`config.mk`:
```
export PLATFORM = sky130hd
export DESIGN_NAME = rrc_top
export DESIGN_NICKNAME = d
export VERILOG_FILES = /design/src/logic/rrc_rx_ctrl.v /design/src/logic/rrc_top.v
export VERILOG_INCLUDE_DIRS = /design/src /design/src/logic
export SDC_FILE = /design/constraint.sdc
export NUM_CORES = 1
export LEC_CHECK = 0
export ABC_AREA = 0
export BUFFER_PORTS_ARGS = -buffer_cell sky130_fd_sc_hd__buf_2
export CORE_UTILIZATION = 59
export DETAILED_ROUTE_END_ITERATION = 10
export GPL_TIMING_DRIVEN = 0
export HOLD_SLACK_MARGIN = 0.08
export PLACE_DENSITY = 0.93
export SYNTH_ARGS = -nofsm -noshare
export SYNTH_HDL_FRONTEND = slang
export SYNTH_HIERARCHICAL = 1
export SYNTH_SLANG_ARGS = --single-unit
```
`constraint.sdc`:
```
create_clock -name clk_i -period 6.6 [get_ports clk_i]
set_input_delay 1.32 -clock clk_i [delete_from_list [all_inputs] [get_ports clk_i]]
set_output_delay 1.32 -clock clk_i [all_outputs]
set_load 0.005 [all_outputs]
```
`src/logic/rrc_defs.vh`:
```
// Register offsets, field positions and reset values of the radio control pages
// How it works
// - One shared attenuator bit lowers gain of the whole chain, both receivers.
// - Wait mode leaves the radio block running and its registers untouched.
// - Halt mode forces both receivers off and blocks every register write; bus reads still answer.
// - The block raises no interrupt requests at all.
// - Register space is paged; the page select register picks the controller shown.
// - Parameters are loaded into the signal processor when a receiver is enabled.
// - Each supply regulator has its own on/off bit.
// - Page select is read/write and resets to zero, page zero.
// - Two-bit page field picks status, common, receiver 0 or receiver 1 page.
// - Each receiver has an enable bit that starts and stops it.
`ifndef RRC_DEFS_VH
`define RRC_DEFS_VH
// Word offsets (byte address = 4 x index)
`define RRC_IDX_PAGE 4'h0
`define RRC_IDX_W1 4'h1
`define RRC_IDX_W2 4'h2
`define RRC_IDX_W3 4'h3
`define RRC_IDX_W4 4'h4
`define RRC_IDX_W5 4'h5
// Page numbers
`define RRC_PG_STATUS 2'h0
`define RRC_PG_COMMON 2'h1
`define RRC_PG_RX0 2'h2
`define RRC_PG_RX1 2'h3
// Fields
`define RRC_PAGE_LSB 0
`define RRC_TEST_BIT 6
`define RRC_ATN_BIT 0
`define RRC_INV_BIT 1
`define RRC_LOCK0_BIT 2
`define RRC_LOCK1_BIT 3
`define RRC_RXON_BIT 3
// Writable masks
`define RRC_PAGE_MASK 8'h43
`define RRC_CSR_MASK 8'h03
`define RRC_REG0_MASK 8'h1e
`define RRC_REG1_MASK 8'h1a
`define RRC_RXCSR_MASK 8'h9f
`define RRC_RST8 8'h00
`endif

```
`src/logic/rrc_rx_ctrl.v`:
```
// One receiver controller page: control/status, parameters, load on enable
`timescale 1ns/1ps
module rrc_rx_ctrl (
    // Clock and reset
    input wire clk_i,
    input wire rst_i,
    // Register access
    input wire wr_i,
    input wire [3:0] idx_i,
    input wire [7:0] wdat_i,
    output reg [7:0] rdat_o,
    // Signal processor side
    output reg rx_on_o,
    output reg load_o,
    output reg [23:0] param_o
);
`include "rrc_defs.vh"
    reg [7:0] csr_r;
    reg [7:0] cfl_r;
    reg [7:0] cfh_r;
    reg [7:0] off_r;
    // Parameter writes; enable edge copies the set to the processor
    always @(posedge clk_i) begin
        if (rst_i) begin
            csr_r <= `RRC_RST8;
            cfl_r <= `RRC_RST8;
            cfh_r <= `RRC_RST8;
            off_r <= `RRC_RST8;
            rx_on_o <= 1'b0;
            load_o <= 1'b0;
            param_o <= 24'h000000;
        end else begin
            load_o <= 1'b0;
            if (wr_i) begin
                case (idx_i)
                    `RRC_IDX_W1: csr_r <= wdat_i & `RRC_RXCSR_MASK;
                    `RRC_IDX_W2: cfl_r <= wdat_i;
                    `RRC_IDX_W3: cfh_r <= wdat_i;
                    `RRC_IDX_W4: off_r <= wdat_i;
                    default: ;
                endcase
            end
            rx_on_o <= csr_r[`RRC_RXON_BIT];
            // Snapshot only on rising enable, so later edits wait for re-enable
            if (csr_r[`RRC_RXON_BIT] && !rx_on_o) begin
                load_o <= 1'b1;
                param_o <= {off_r, cfh_r, cfl_r};
            end
        end
    end
    // Readback
    always @* begin
        case (idx_i)
            `RRC_IDX_W1: rdat_o = csr_r;
            `RRC_IDX_W2: rdat_o = cfl_r;
            `RRC_IDX_W3: rdat_o = cfh_r;
            `RRC_IDX_W4: rdat_o = off_r;
            default: rdat_o = 8'h00;
        endcase
    end
endmodule

```
`src/logic/rrc_top.v`:
```
// Paged radio control register bank with classic Wishbone slave
`timescale 1ns/1ps
module rrc_top (
    // Clock and reset
    input wire clk_i,
    input wire rst_i,
    // Wishbone slave
    input wire cyc_i,
    input wire stb_i,
    input wire we_i,
    input wire [5:0] adr_i,
    input wire [3:0] sel_i,
    input wire [31:0] dat_i,
    output reg [31:0] dat_o,
    output reg ack_o,
    // Power mode and status from outside
    input wire halt_i,
    input wire lock0_i,
    input wire lock1_i,
    input wire [7:0] strength0_i,
    input wire [7:0] strength1_i,
    // Analog and processor controls
    output reg input_attenuator_enable_o,
    output reg iq_invert_o,
    output reg rx_test_o,
    output reg [7:0] synth_div_o,
    output reg [7:0] slicer_weight_o,
    output reg [3:0] regulator0_o,
    output reg [2:0] regulator1_o,
    output reg rx0_on_o,
    output reg rx1_on_o,
    output reg rx0_load_o,
    output reg rx1_load_o,
    output reg [23:0] rx0_param_o,
    output reg [23:0] rx1_param_o
);
`include "rrc_defs.vh"
    reg [7:0] radio_page_select_r;
    reg [7:0] csr_r;
    reg [7:0] synr_r;
    reg [7:0] reg0_r;
    reg [7:0] reg1_r;
    reg [7:0] tswr_r;
    reg [1:0] halt_s1_r;
    reg halt_r;
    reg [1:0] lk0_s_r;
    reg [1:0] lk1_s_r;
    reg [7:0] rd_nxt;
    wire [1:0] page_number_field;
    wire [3:0] idx;
    wire acc;
    wire wr;
    wire [7:0] rx0_rd;
    wire [7:0] rx1_rd;
    wire [3:0] rx1_idx;
    wire rx0_on;
    wire rx1_on;
    wire rx0_load;
    wire rx1_load;
    wire [23:0] rx0_par;
    wire [23:0] rx1_par;

    // Writes only land in low lane; halted block accepts none
    assign acc = cyc_i && stb_i && !ack_o;
    assign wr = acc && we_i && sel_i[0] && !halt_r;
    assign idx = adr_i[5:2];
    assign page_number_field = radio_page_select_r[1:0];
    // Page zero shows receiver 1's control word at index 2, so steer its readback there
    assign rx1_idx = (page_number_field == `RRC_PG_STATUS && idx == `RRC_IDX_W2) ?
        `RRC_IDX_W1 : idx;

    function [7:0] lock_bits;
        input l1;
        input l0;
        begin
            lock_bits = {4'h0, l1, l0, 2'b00};
        end
    endfunction

    // Halt and lock come from other domains: three flops for halt, two for each lock
    always @(posedge clk_i) begin
        if (rst_i) begin
            halt_s1_r <= 2'b00;
            lk0_s_r <= 2'b00;
            lk1_s_r <= 2'b00;
            halt_r <= 1'b0;
        end else begin
            halt_s1_r <= {halt_s1_r[0], halt_i};
            lk0_s_r <= {lk0_s_r[0], lock0_i};
            lk1_s_r <= {lk1_s_r[0], lock1_i};
            halt_r <= halt_s1_r[1]; // Wait mode has no input at all
        end
    end

    // Receiver controllers, written only on their own page; status page also reads their control words
    rrc_rx_ctrl u_rx0 (
        .clk_i(clk_i),
        .rst_i(rst_i),
        .wr_i(wr && page_number_field == `RRC_PG_RX0),
        .idx_i(idx),
        .wdat_i(dat_i[7:0]),
        .rdat_o(rx0_rd),
        .rx_on_o(rx0_on),
        .load_o(rx0_load),
        .param_o(rx0_par)
    );
    rrc_rx_ctrl u_rx1 (
        .clk_i(clk_i),
        .rst_i(rst_i),
        .wr_i(wr && page_number_field == `RRC_PG_RX1),
        .idx_i(rx1_idx),
        .wdat_i(dat_i[7:0]),
        .rdat_o(rx1_rd),
        .rx_on_o(rx1_on),
        .load_o(rx1_load),
        .param_o(rx1_par)
    );

    // Page select and common controller registers
    always @(posedge clk_i) begin
        if (rst_i) begin
            radio_page_select_r <= `RRC_RST8;
            csr_r <= `RRC_RST8;
            synr_r <= `RRC_RST8;
            reg0_r <= `RRC_RST8;
            reg1_r <= `RRC_RST8;
            tswr_r <= `RRC_RST8;
        end else if (wr) begin
            if (idx == `RRC_IDX_PAGE) begin
                radio_page_select_r <= dat_i[7:0] & `RRC_PAGE_MASK;
            end else if (page_number_field == `RRC_PG_COMMON) begin
                case (idx)
                    `RRC_IDX_W1: csr_r <= dat_i[7:0] & `RRC_CSR_MASK;
                    `RRC_IDX_W2: synr_r <= dat_i[7:0];
                    `RRC_IDX_W3: reg0_r <= dat_i[7:0] & `RRC_REG0_MASK;
                    `RRC_IDX_W4: reg1_r <= dat_i[7:0] & `RRC_REG1_MASK;
                    `RRC_IDX_W5: tswr_r <= dat_i[7:0];
                    default: ;
                endcase
            end
        end
    end

    // Read mux for the selected page; index 0 reads page select on every page
    always @* begin
        rd_nxt = 8'h00;
        if (idx == `RRC_IDX_PAGE) begin
            rd_nxt = radio_page_select_r;
        end else begin
            case (page_number_field)
                `RRC_PG_STATUS: begin
                    case (idx)
                        `RRC_IDX_W1: rd_nxt = rx0_rd;
                        `RRC_IDX_W2: rd_nxt = rx1_rd;
                        `RRC_IDX_W3: rd_nxt = strength0_i;
                        `RRC_IDX_W4: rd_nxt = strength1_i;
                        default: rd_nxt = 8'h00;
                    endcase
                end
                `RRC_PG_COMMON: begin
                    case (idx)
                        `RRC_IDX_W1: rd_nxt = csr_r | lock_bits(lk1_s_r[1], lk0_s_r[1]);
                        `RRC_IDX_W2: rd_nxt = synr_r;
                        `RRC_IDX_W3: rd_nxt = reg0_r;
                        `RRC_IDX_W4: rd_nxt = reg1_r;
                        `RRC_IDX_W5: rd_nxt = tswr_r;
                        default: rd_nxt = 8'h00;
                    endcase
                end
                `RRC_PG_RX0: rd_nxt = rx0_rd;
                `RRC_PG_RX1: rd_nxt = rx1_rd;
                default: rd_nxt = 8'h00;
            endcase
        end
    end

    // Bus answer one cycle after request; outputs are registered
    always @(posedge clk_i) begin
        if (rst_i) begin
            ack_o <= 1'b0;
            dat_o <= 32'h00000000;
            input_attenuator_enable_o <= 1'b0;
            iq_invert_o <= 1'b0;
            rx_test_o <= 1'b0;
            synth_div_o <= 8'h00;
            slicer_weight_o <= 8'h00;
            regulator0_o <= 4'h0;
            regulator1_o <= 3'h0;
            rx0_on_o <= 1'b0;
            rx1_on_o <= 1'b0;
            rx0_load_o <= 1'b0;
            rx1_load_o <= 1'b0;
            rx0_param_o <= 24'h000000;
            rx1_param_o <= 24'h000000;
        end else begin
            ack_o <= acc;
            dat_o <= acc ? {24'h000000, rd_nxt} : 32'h00000000;
            input_attenuator_enable_o <= csr_r[`RRC_ATN_BIT];
            iq_invert_o <= csr_r[`RRC_INV_BIT];
            rx_test_o <= radio_page_select_r[`RRC_TEST_BIT];
            synth_div_o <= synr_r;
            slicer_weight_o <= tswr_r;
            regulator0_o <= reg0_r[4:1];
            regulator1_o <= {reg1_r[4], reg1_r[3], reg1_r[1]};
            // Halt forces the receivers inactive without touching registers
            rx0_on_o <= rx0_on && !halt_r;
            rx1_on_o <= rx1_on && !halt_r;
            rx0_load_o <= rx0_load;
            rx1_load_o <= rx1_load;
            rx0_param_o <= rx0_par;
            rx1_param_o <= rx1_par;
        end
    end
    // No interrupt output exists by design
endmodule

```
==> metrics.yaml, run 1 <==
yosys.area_share.simple_pct: 21.8
r2r_setup_slack_ns: 3.58
antenna_left: 0
ctsHtreeMaxLevel: 1
routed_wl_mm: 23.8
status: "completed"
die_x_um: 128
drive_gt1_share_pct: 22.2
portBuffers: 123
synthAdderAreaFrac_pct: 0
overflow: 0
synth_top_family_by_area: "simple AND/OR/NAND/NOR gates"
holdBufCountCts: 0
die_y_um: 128
drt_first_pass_iters: 5
grt_pass1_vias: 7036
cp.required_ns: 6.99
worst_pin_slew_ns: 0.768
grt.total_usage_pct: 29.4
ctsLongestPathBuffers: 3
core_um2: 15300
crit_path_end_kind: "flop"
period_share_pct: 56.3
final_hold_viol_count: 0
avgViaCountPerCell: 5.45
start_util_pct: 61.0
wl_per_cell_um: 17.7
fillers: 1123
netlist-cell-type-count: 51
synthMuxAreaShare_pct: 13.2
drc_errors: 0
cp-startpoint: "adr_i[4]"
cts_resized: 0
gp_congestion: 0.946
setup_tns_ns: 0
syn_to_final_growth_pct: 19.4
hp-start: "halt_s1_r[0]$_SDFF_PP0_"
drt_iter0_drc: 585
clkSlewWorstSetupHoldPaths_ns: 0.06
synth_xor_xnor_area_share_pct: 0
ioPinCount: 177
cts_tree: "yes"
clk_latency_ns: 0.52
cts_made_buffers: 24
netlist_area_um2: 9350
finClkSkew_ns: 0.00971
synth_cells: 944
nets: 1182
leakage_nw: 4.92
yosysWarnings: 6
root_buffer: "clkbuf_16"
crit_fanout: 10
synth_compound_area_share_pct: 8.65
cts.sinks: 234
reg2reg_to: "dat_o[0]$_SDFF_PP0_"
syn_area_per_cell_um2: 9.90
grt_max_degree: 24
start_kind: "input pin"
cap_viol_max_count: 0
antenna_cells: 0
die_area_um2: 16400
setup_viol: 0
vias: 7324
rr_startpoint: "radio_page_select_r[0]$_SDFFE_PP0P_"
placementRows: 45
rsz0062_at_grt: "false"
ir_drop_mv: 0.215
worstHoldEndpoint: "halt_s1_r[1]$_SDFF_PP0_"
dpl_worst_slack_ns: 2.49
fmax_ghz: 0.269
grt_antenna_before_repair: 0
r2r_cells: 12
maxSlewHeadroom_pct: 48.8
post_cts_buffers: 0
worst_slack_ns: 2.88
cp.arrival_ns: 4.11
place_hpwl_mm: 17.3
hold_path_depth: 1
min_path_type: "flop to flop"
grt_pass1_wl_mm: 37.1
power.density_nw_per_um2: 268
critical_path_class: "input pin to flop"
min_period_ns: 3.72
drv_slew: 0
ys_ff_latch: 234
synth-seq-area-share_pct: 50.1
==> final cells by class <==
class / count / area (um2) / share of cell area, %
plain buffers: 93 / 572 / 5.12
clock buffers: 30 / 674 / 6.04
clock inverters: 13 / 174 / 1.56
inverters: 3 / 11.3 / 0.101
multi-input cells: 637 / 4170 / 37.3
flip-flops and latches: 234 / 4680 / 42.0
well taps: 211 / 264 / 2.37
repair buffers: 123 / 616 / 5.52
==> how the worst max path moves through the flow <==
| stage | cells after the start | slack, ns | endpoint |
|---|---|---|---|
| 3_3_place_gp | 13 | 2.45 | dat_o[6]$_SDFF_PP0_ |
| 4_1_cts | 14 | 2.99 | dat_o[6]$_SDFF_PP0_ |
| 2_1_floorplan | 12 | 3.19 | dat_o[0]$_SDFF_PP0_ |
| 3_5_place_dp | 14 | 2.49 | dat_o[6]$_SDFF_PP0_ |
| 6_report | 14 | 2.88 | dat_o[0]$_SDFF_PP0_ |
| 5_1_grt | 14 | 2.75 | dat_o[6]$_SDFF_PP0_ |
==> flip-flops by register name, indices dropped and copies added (netlist names), 24 cells and up <==
| name | count |
|---|---|
| rx1_param_o | 24 |
| u_rx0/param_o | 24 |
| rx0_param_o | 24 |
| u_rx1/param_o | 24 |
==> logic make-up (layout without fill, tap and decap cells) <==
group | count (synthesis) | count (layout)
other | 1 | 24
and+or+nand+nor | 365 | 365
AOI/OAI and AO/OA | 126 | 126
muxes | 122 | 122
buffers and inverters | 96 | 262
DFF | 234 | 234
==> cell usage after synthesis (all sizes together) <==
library cell,n,area share (%)
o31ai,1,0.080
nand4b,7,0.79
or3,2,0.13
nand2b,80,5.4
nor2b,90,6.1
a21boi,2,0.20
and4bb,1,0.17
and2,1,0.067
a22oi,27,2.2
and2b,2,0.16
o22ai,23,1.5
a21oi,52,2.8
nand2,108,4.3
inv,3,0.12
or2,3,0.20
dfxtp,234,50
clkbuf,28,1.1
mux2i,115,12
a221oi,1,0.094
a21o,1,0.080
a222oi,5,0.54
nor2,45,2.0
a32o,2,0.21
mux2,7,0.84
conb,1,0.040
a211oi,1,0.080
a32oi,1,0.094
o21ai,7,0.37
nor3,6,0.32
a31o,1,0.094
nand4,2,0.27
nand3b,3,0.37
nand3,4,0.48
nor3b,4,0.32
and3,3,0.20
and4b,3,0.32
o32ai,1,0.094
buf,65,5.0
a2111oi,1,0.16
nor4,1,0.23
==> through the flow <==
step / area (um2) / cells / utilization, % / hold WS (ns) / total power, mW
3_5_place_dp: 10300 / 1301 / 67.3 / 0.420 / 1.59
2_1_floorplan: 9430 / 967 / - / 0.414 / 1.53
3_3_place_gp: 10300 / 1301 / 67.3 / 0.417 / 1.58
6_report: 11200 / 1344 / 72.9 / 0.435 / 2.99
4_1_cts: 11200 / 1344 / 72.9 / 0.435 / 2.99
5_1_grt: 11200 / 1344 / 72.9 / 0.451 / 3.08
==> worst max-delay path, stage by stage <==
cell and delay (ns):
buf_2 0.19, buf_6 0.19, buf_2 0.26, nor2_1 0.06, a21boi_0 0.28, buf_6 0.21, nor2b_1 0.15, buf_4 0.18
a22oi_1 0.11, o22ai_1 0.30, mux2i_1 0.12, o22ai_1 0.28, a2111oi_2 0.12, nor3_1 0.32
==> placed cells by master (no fill, tap or decap), types with 2 or more instances in the layout <==
cell type and instances:
a21oi_1 52, a222oi_1 5, a22oi_1 26, a32o_1 2
and2b_1 2, and3_1 3, and4b_1 3, buf_2 148
buf_4 29, buf_6 11, bufinv_16 4, clkbuf_1 30
clkbuf_16 25, clkbuf_8 3, clkinv_2 7, conb_1 24
dfxtp_1 234, inv_1 3, mux2_2 7, mux2i_1 115
nand2_1 108, nand2b_1 80, nand3_1 2, nand3_4 2
nand3b_1 2, nand4_2 2, nand4b_1 5, nand4b_2 2
nor2_1 43, nor2_4 2, nor2b_1 89, nor3_1 6
nor3b_1 4, o21ai_0 5, o21ai_1 2, o22ai_1 23
or2_0 2, or3_1 2
==> power by group <==
part	internal, mW	switching (mW)	total, mW
clock network	0.881	0.547	1.43
registers	1.41	0.000989	1.42
logic	0.0522	0.0912	0.143
==> metal layers <==
layer | share of wire [%] | up-vias | global-route usage, %
met5 | 0 | - | 0
met4 | 4.1 | 0 | 12.9
met3 | 6.7 | 66 | 4.47
met2 | 48 | 321 | 49.1
met1 | 42 | 3445 | 37.8
li1 | - | 3492 | -
Note: power is estimated with default switching activity, not from simulation.
==> run 2: changes to the inputs <==
--- a/config.mk
+++ b/config.mk
@@ -8,11 +8,11 @@
 export LEC_CHECK = 0
 export ABC_AREA = 0
 export BUFFER_PORTS_ARGS = -buffer_cell sky130_fd_sc_hd__buf_2
-export CORE_UTILIZATION = 59
+export CORE_UTILIZATION = 55
 export DETAILED_ROUTE_END_ITERATION = 10
 export GPL_TIMING_DRIVEN = 0
 export HOLD_SLACK_MARGIN = 0.08
-export PLACE_DENSITY = 0.93
+export PLACE_DENSITY = 0.88
 export SYNTH_ARGS = -nofsm -noshare
 export SYNTH_HDL_FRONTEND = slang
 export SYNTH_HIERARCHICAL = 1
==> constraint.sdc (replaced) <==
create_clock -name clk_i -period 3.5 [get_ports clk_i]
set_input_delay 0.7 -clock clk_i [delete_from_list [all_inputs] [get_ports clk_i]]
set_output_delay 0.7 -clock clk_i [all_outputs]
set_load 0.005 [all_outputs]
==> run 2 against run 1 <==
Net effect: sequential cell count stayed put; clock skew is 0.0090 ns higher; register-to-register slack worse by 3.1 ns; die area is 7.2% higher; global-route usage is 2.8 points lower; count of clock-buffer cells in the layout is 1 higher; critical path type unchanged; wire length is 1.4% lower; cell count is 0.52% higher.
==> metrics.yaml, run 2 (synthesized netlist as in run 1, its figures left out) <==
grt_antenna_before_repair: 0
cp-startpoint: "adr_i[4]"
worst_pin_slew_ns: 0.757
cap_viol_max_count: 0
worst_path_dominant_cell_family: "compound AO/OA/AOI/OAI gates"
crit_path_end_kind: "flop"
status: "completed"
min_period_ns: 3.03
cts_made_buffers: 23
cts_resized: 0
reg2reg_to: "dat_o[1]$_SDFF_PP0_"
syn_to_final_growth_pct: 18.8
r2r_setup_slack_ns: 0.48
antenna_left: 0
setup_viol: 0
r2r_cells: 12
setup_tns_ns: 0
fmax_ghz: 0.330
grt_pass1_wl_mm: 36.7
critical_path_class: "input pin to flop"
die_x_um: 132
die_area_um2: 17500
final_cell_mix: "234 x dfxtp_1, 148 x buf_2, 115 x mux2i_1"
cts_tree: "yes"
crit_path_end: "dat_o[0]$_SDFF_PP0_"
slowest_stage: "nor3_1"
portBuffers: 123
avgViaCountPerCell: 5.31
drv_slew: 0
wl_per_cell_um: 17.4
root_buffer: "clkbuf_16"
min_path_type: "input pin to flop"
holdBufCountCts: 0
period_share_pct: 86.5
cp.required_ns: 3.88
gp_congestion: 0.940
final_hold_viol_count: 0
core_um2: 16600
cp.arrival_ns: 3.40
crit_buf_inv: 5
ir_drop_mv: 0.589
crit_chain: "buf_2 > buf_6 > buf_2 > nor2_1 > a21boi_0 > buf_6 > nor2b_1 > buf_4 > a22oi_1 > o22ai_1 > mux2i_1 > o22ai_1 > a211oi_1 > nor3_1"
ioPinCount: 177
grt.total_usage_pct: 26.6
place_hpwl_mm: 17.2
clk_latency_ns: 0.51
critPathMaxStageDelay_ns: 0.37
start_kind: "input pin"
ctsLongestPathBuffers: 3
routed_wl_mm: 23.5
drive_gt1_share_pct: 21.9
post_cts_buffers: 0
grt_pass1_vias: 6868
rr_startpoint: "radio_page_select_r[0]$_SDFFE_PP0P_"
cp_num_cells: 14
ctsHtreeMaxLevel: 1
start_util_pct: 56.4
cts.sinks: 234
maxSlewHeadroom_pct: 49.6
die_y_um: 132
finClkSkew_ns: 0.0188
overflow: 0
crit_fanout: 10
nets: 1181
drt_iter0_drc: 523
layout_commonest_cell: "dfxtp_1"
drt_first_pass_iters: 5
rsz0062_at_grt: "false"
total_power_mw: 5.45
grt_max_degree: 24
drc_errors: 0
antenna_cells: 0
clkSlewWorstSetupHoldPaths_ns: 0.06
placementRows: 47
power.density_nw_per_um2: 491
leakage_nw: 4.88
fin_util_pct: 66.9
vias: 7178
-- run 2: worst reg2reg max path: stages, from the launching register on --
cell      delay, ns
dfxtp_1        0.29
buf_2          0.18
nor3_1         0.44
a21boi_0       0.23
buf_6          0.20
nor2b_1        0.13
buf_4          0.17
a22oi_1        0.24
o22ai_1        0.18
mux2i_1        0.17
o22ai_1        0.10
a222oi_1       0.47
nor3_1         0.09
-- run 2: how the worst min path moves through the flow --
stage | slack [ns] | end | from | cells past startpoint
CTS | 0.40 | halt_s1_r[0]$_SDFF_PP0_ | halt_i | 2
floorplan | 0.41 | halt_r$_SDFF_PP0_ | halt_s1_r[1]$_SDFF_PP0_ | 1
finish | 0.40 | halt_s1_r[0]$_SDFF_PP0_ | halt_i | 2
global route | 0.42 | lk1_s_r[0]$_SDFF_PP0_ | lock1_i | 2
global placement | 0.42 | halt_s1_r[1]$_SDFF_PP0_ | halt_s1_r[0]$_SDFF_PP0_ | 1
detailed placement | 0.43 | halt_r$_SDFF_PP0_ | halt_s1_r[1]$_SDFF_PP0_ | 1
-- run 2: where the power goes --
group | internal (mW) | total, mW | leakage [nW] | switching, mW
registers | 2.67 | 2.67 | 1.89 | 0.00190
logic | 0.0983 | 0.266 | 2.61 | 0.168
clock network | 1.52 | 2.51 | 0.384 | 0.998
-- run 2: area by class of cell --
type,count,area (um2)
Fill cell,1341,5480
Sequential cell,234,4680
Multi-Input combinational cell,637,4170
Clock buffer,31,646
Timing Repair Buffer,123,616
Buffer,93,572
Tap cell,220,275
Clock inverter,10,131
Inverter,3,11.3
-- run 2: stage by stage --
stage | std cells | instance area, um2 | setup slack, ns | hold slack (ns)
3_5_place_dp | 1310 | 10300 | 0.0415 | 0.426
4_1_cts | 1351 | 11100 | 0.547 | 0.397
3_3_place_gp | 1310 | 10300 | 0.103 | 0.418
2_1_floorplan | 967 | 9430 | 0.714 | 0.414
6_report | 1351 | 11100 | 0.473 | 0.405
5_1_grt | 1351 | 11100 | 0.310 | 0.425
-- run 2: per-layer routing --
metal  vias to the layer above  global-route usage, %  part of all wire [%]  wire [um]
li1                       3472                      -                     -          -
met3                        54                   3.81                   5.7       1350
met1                      3390                   34.1                    42       9880
met2                       262                   45.0                    48      11300
met5                         -                      0                     0          0
met4                         0                   10.6                   3.9        923
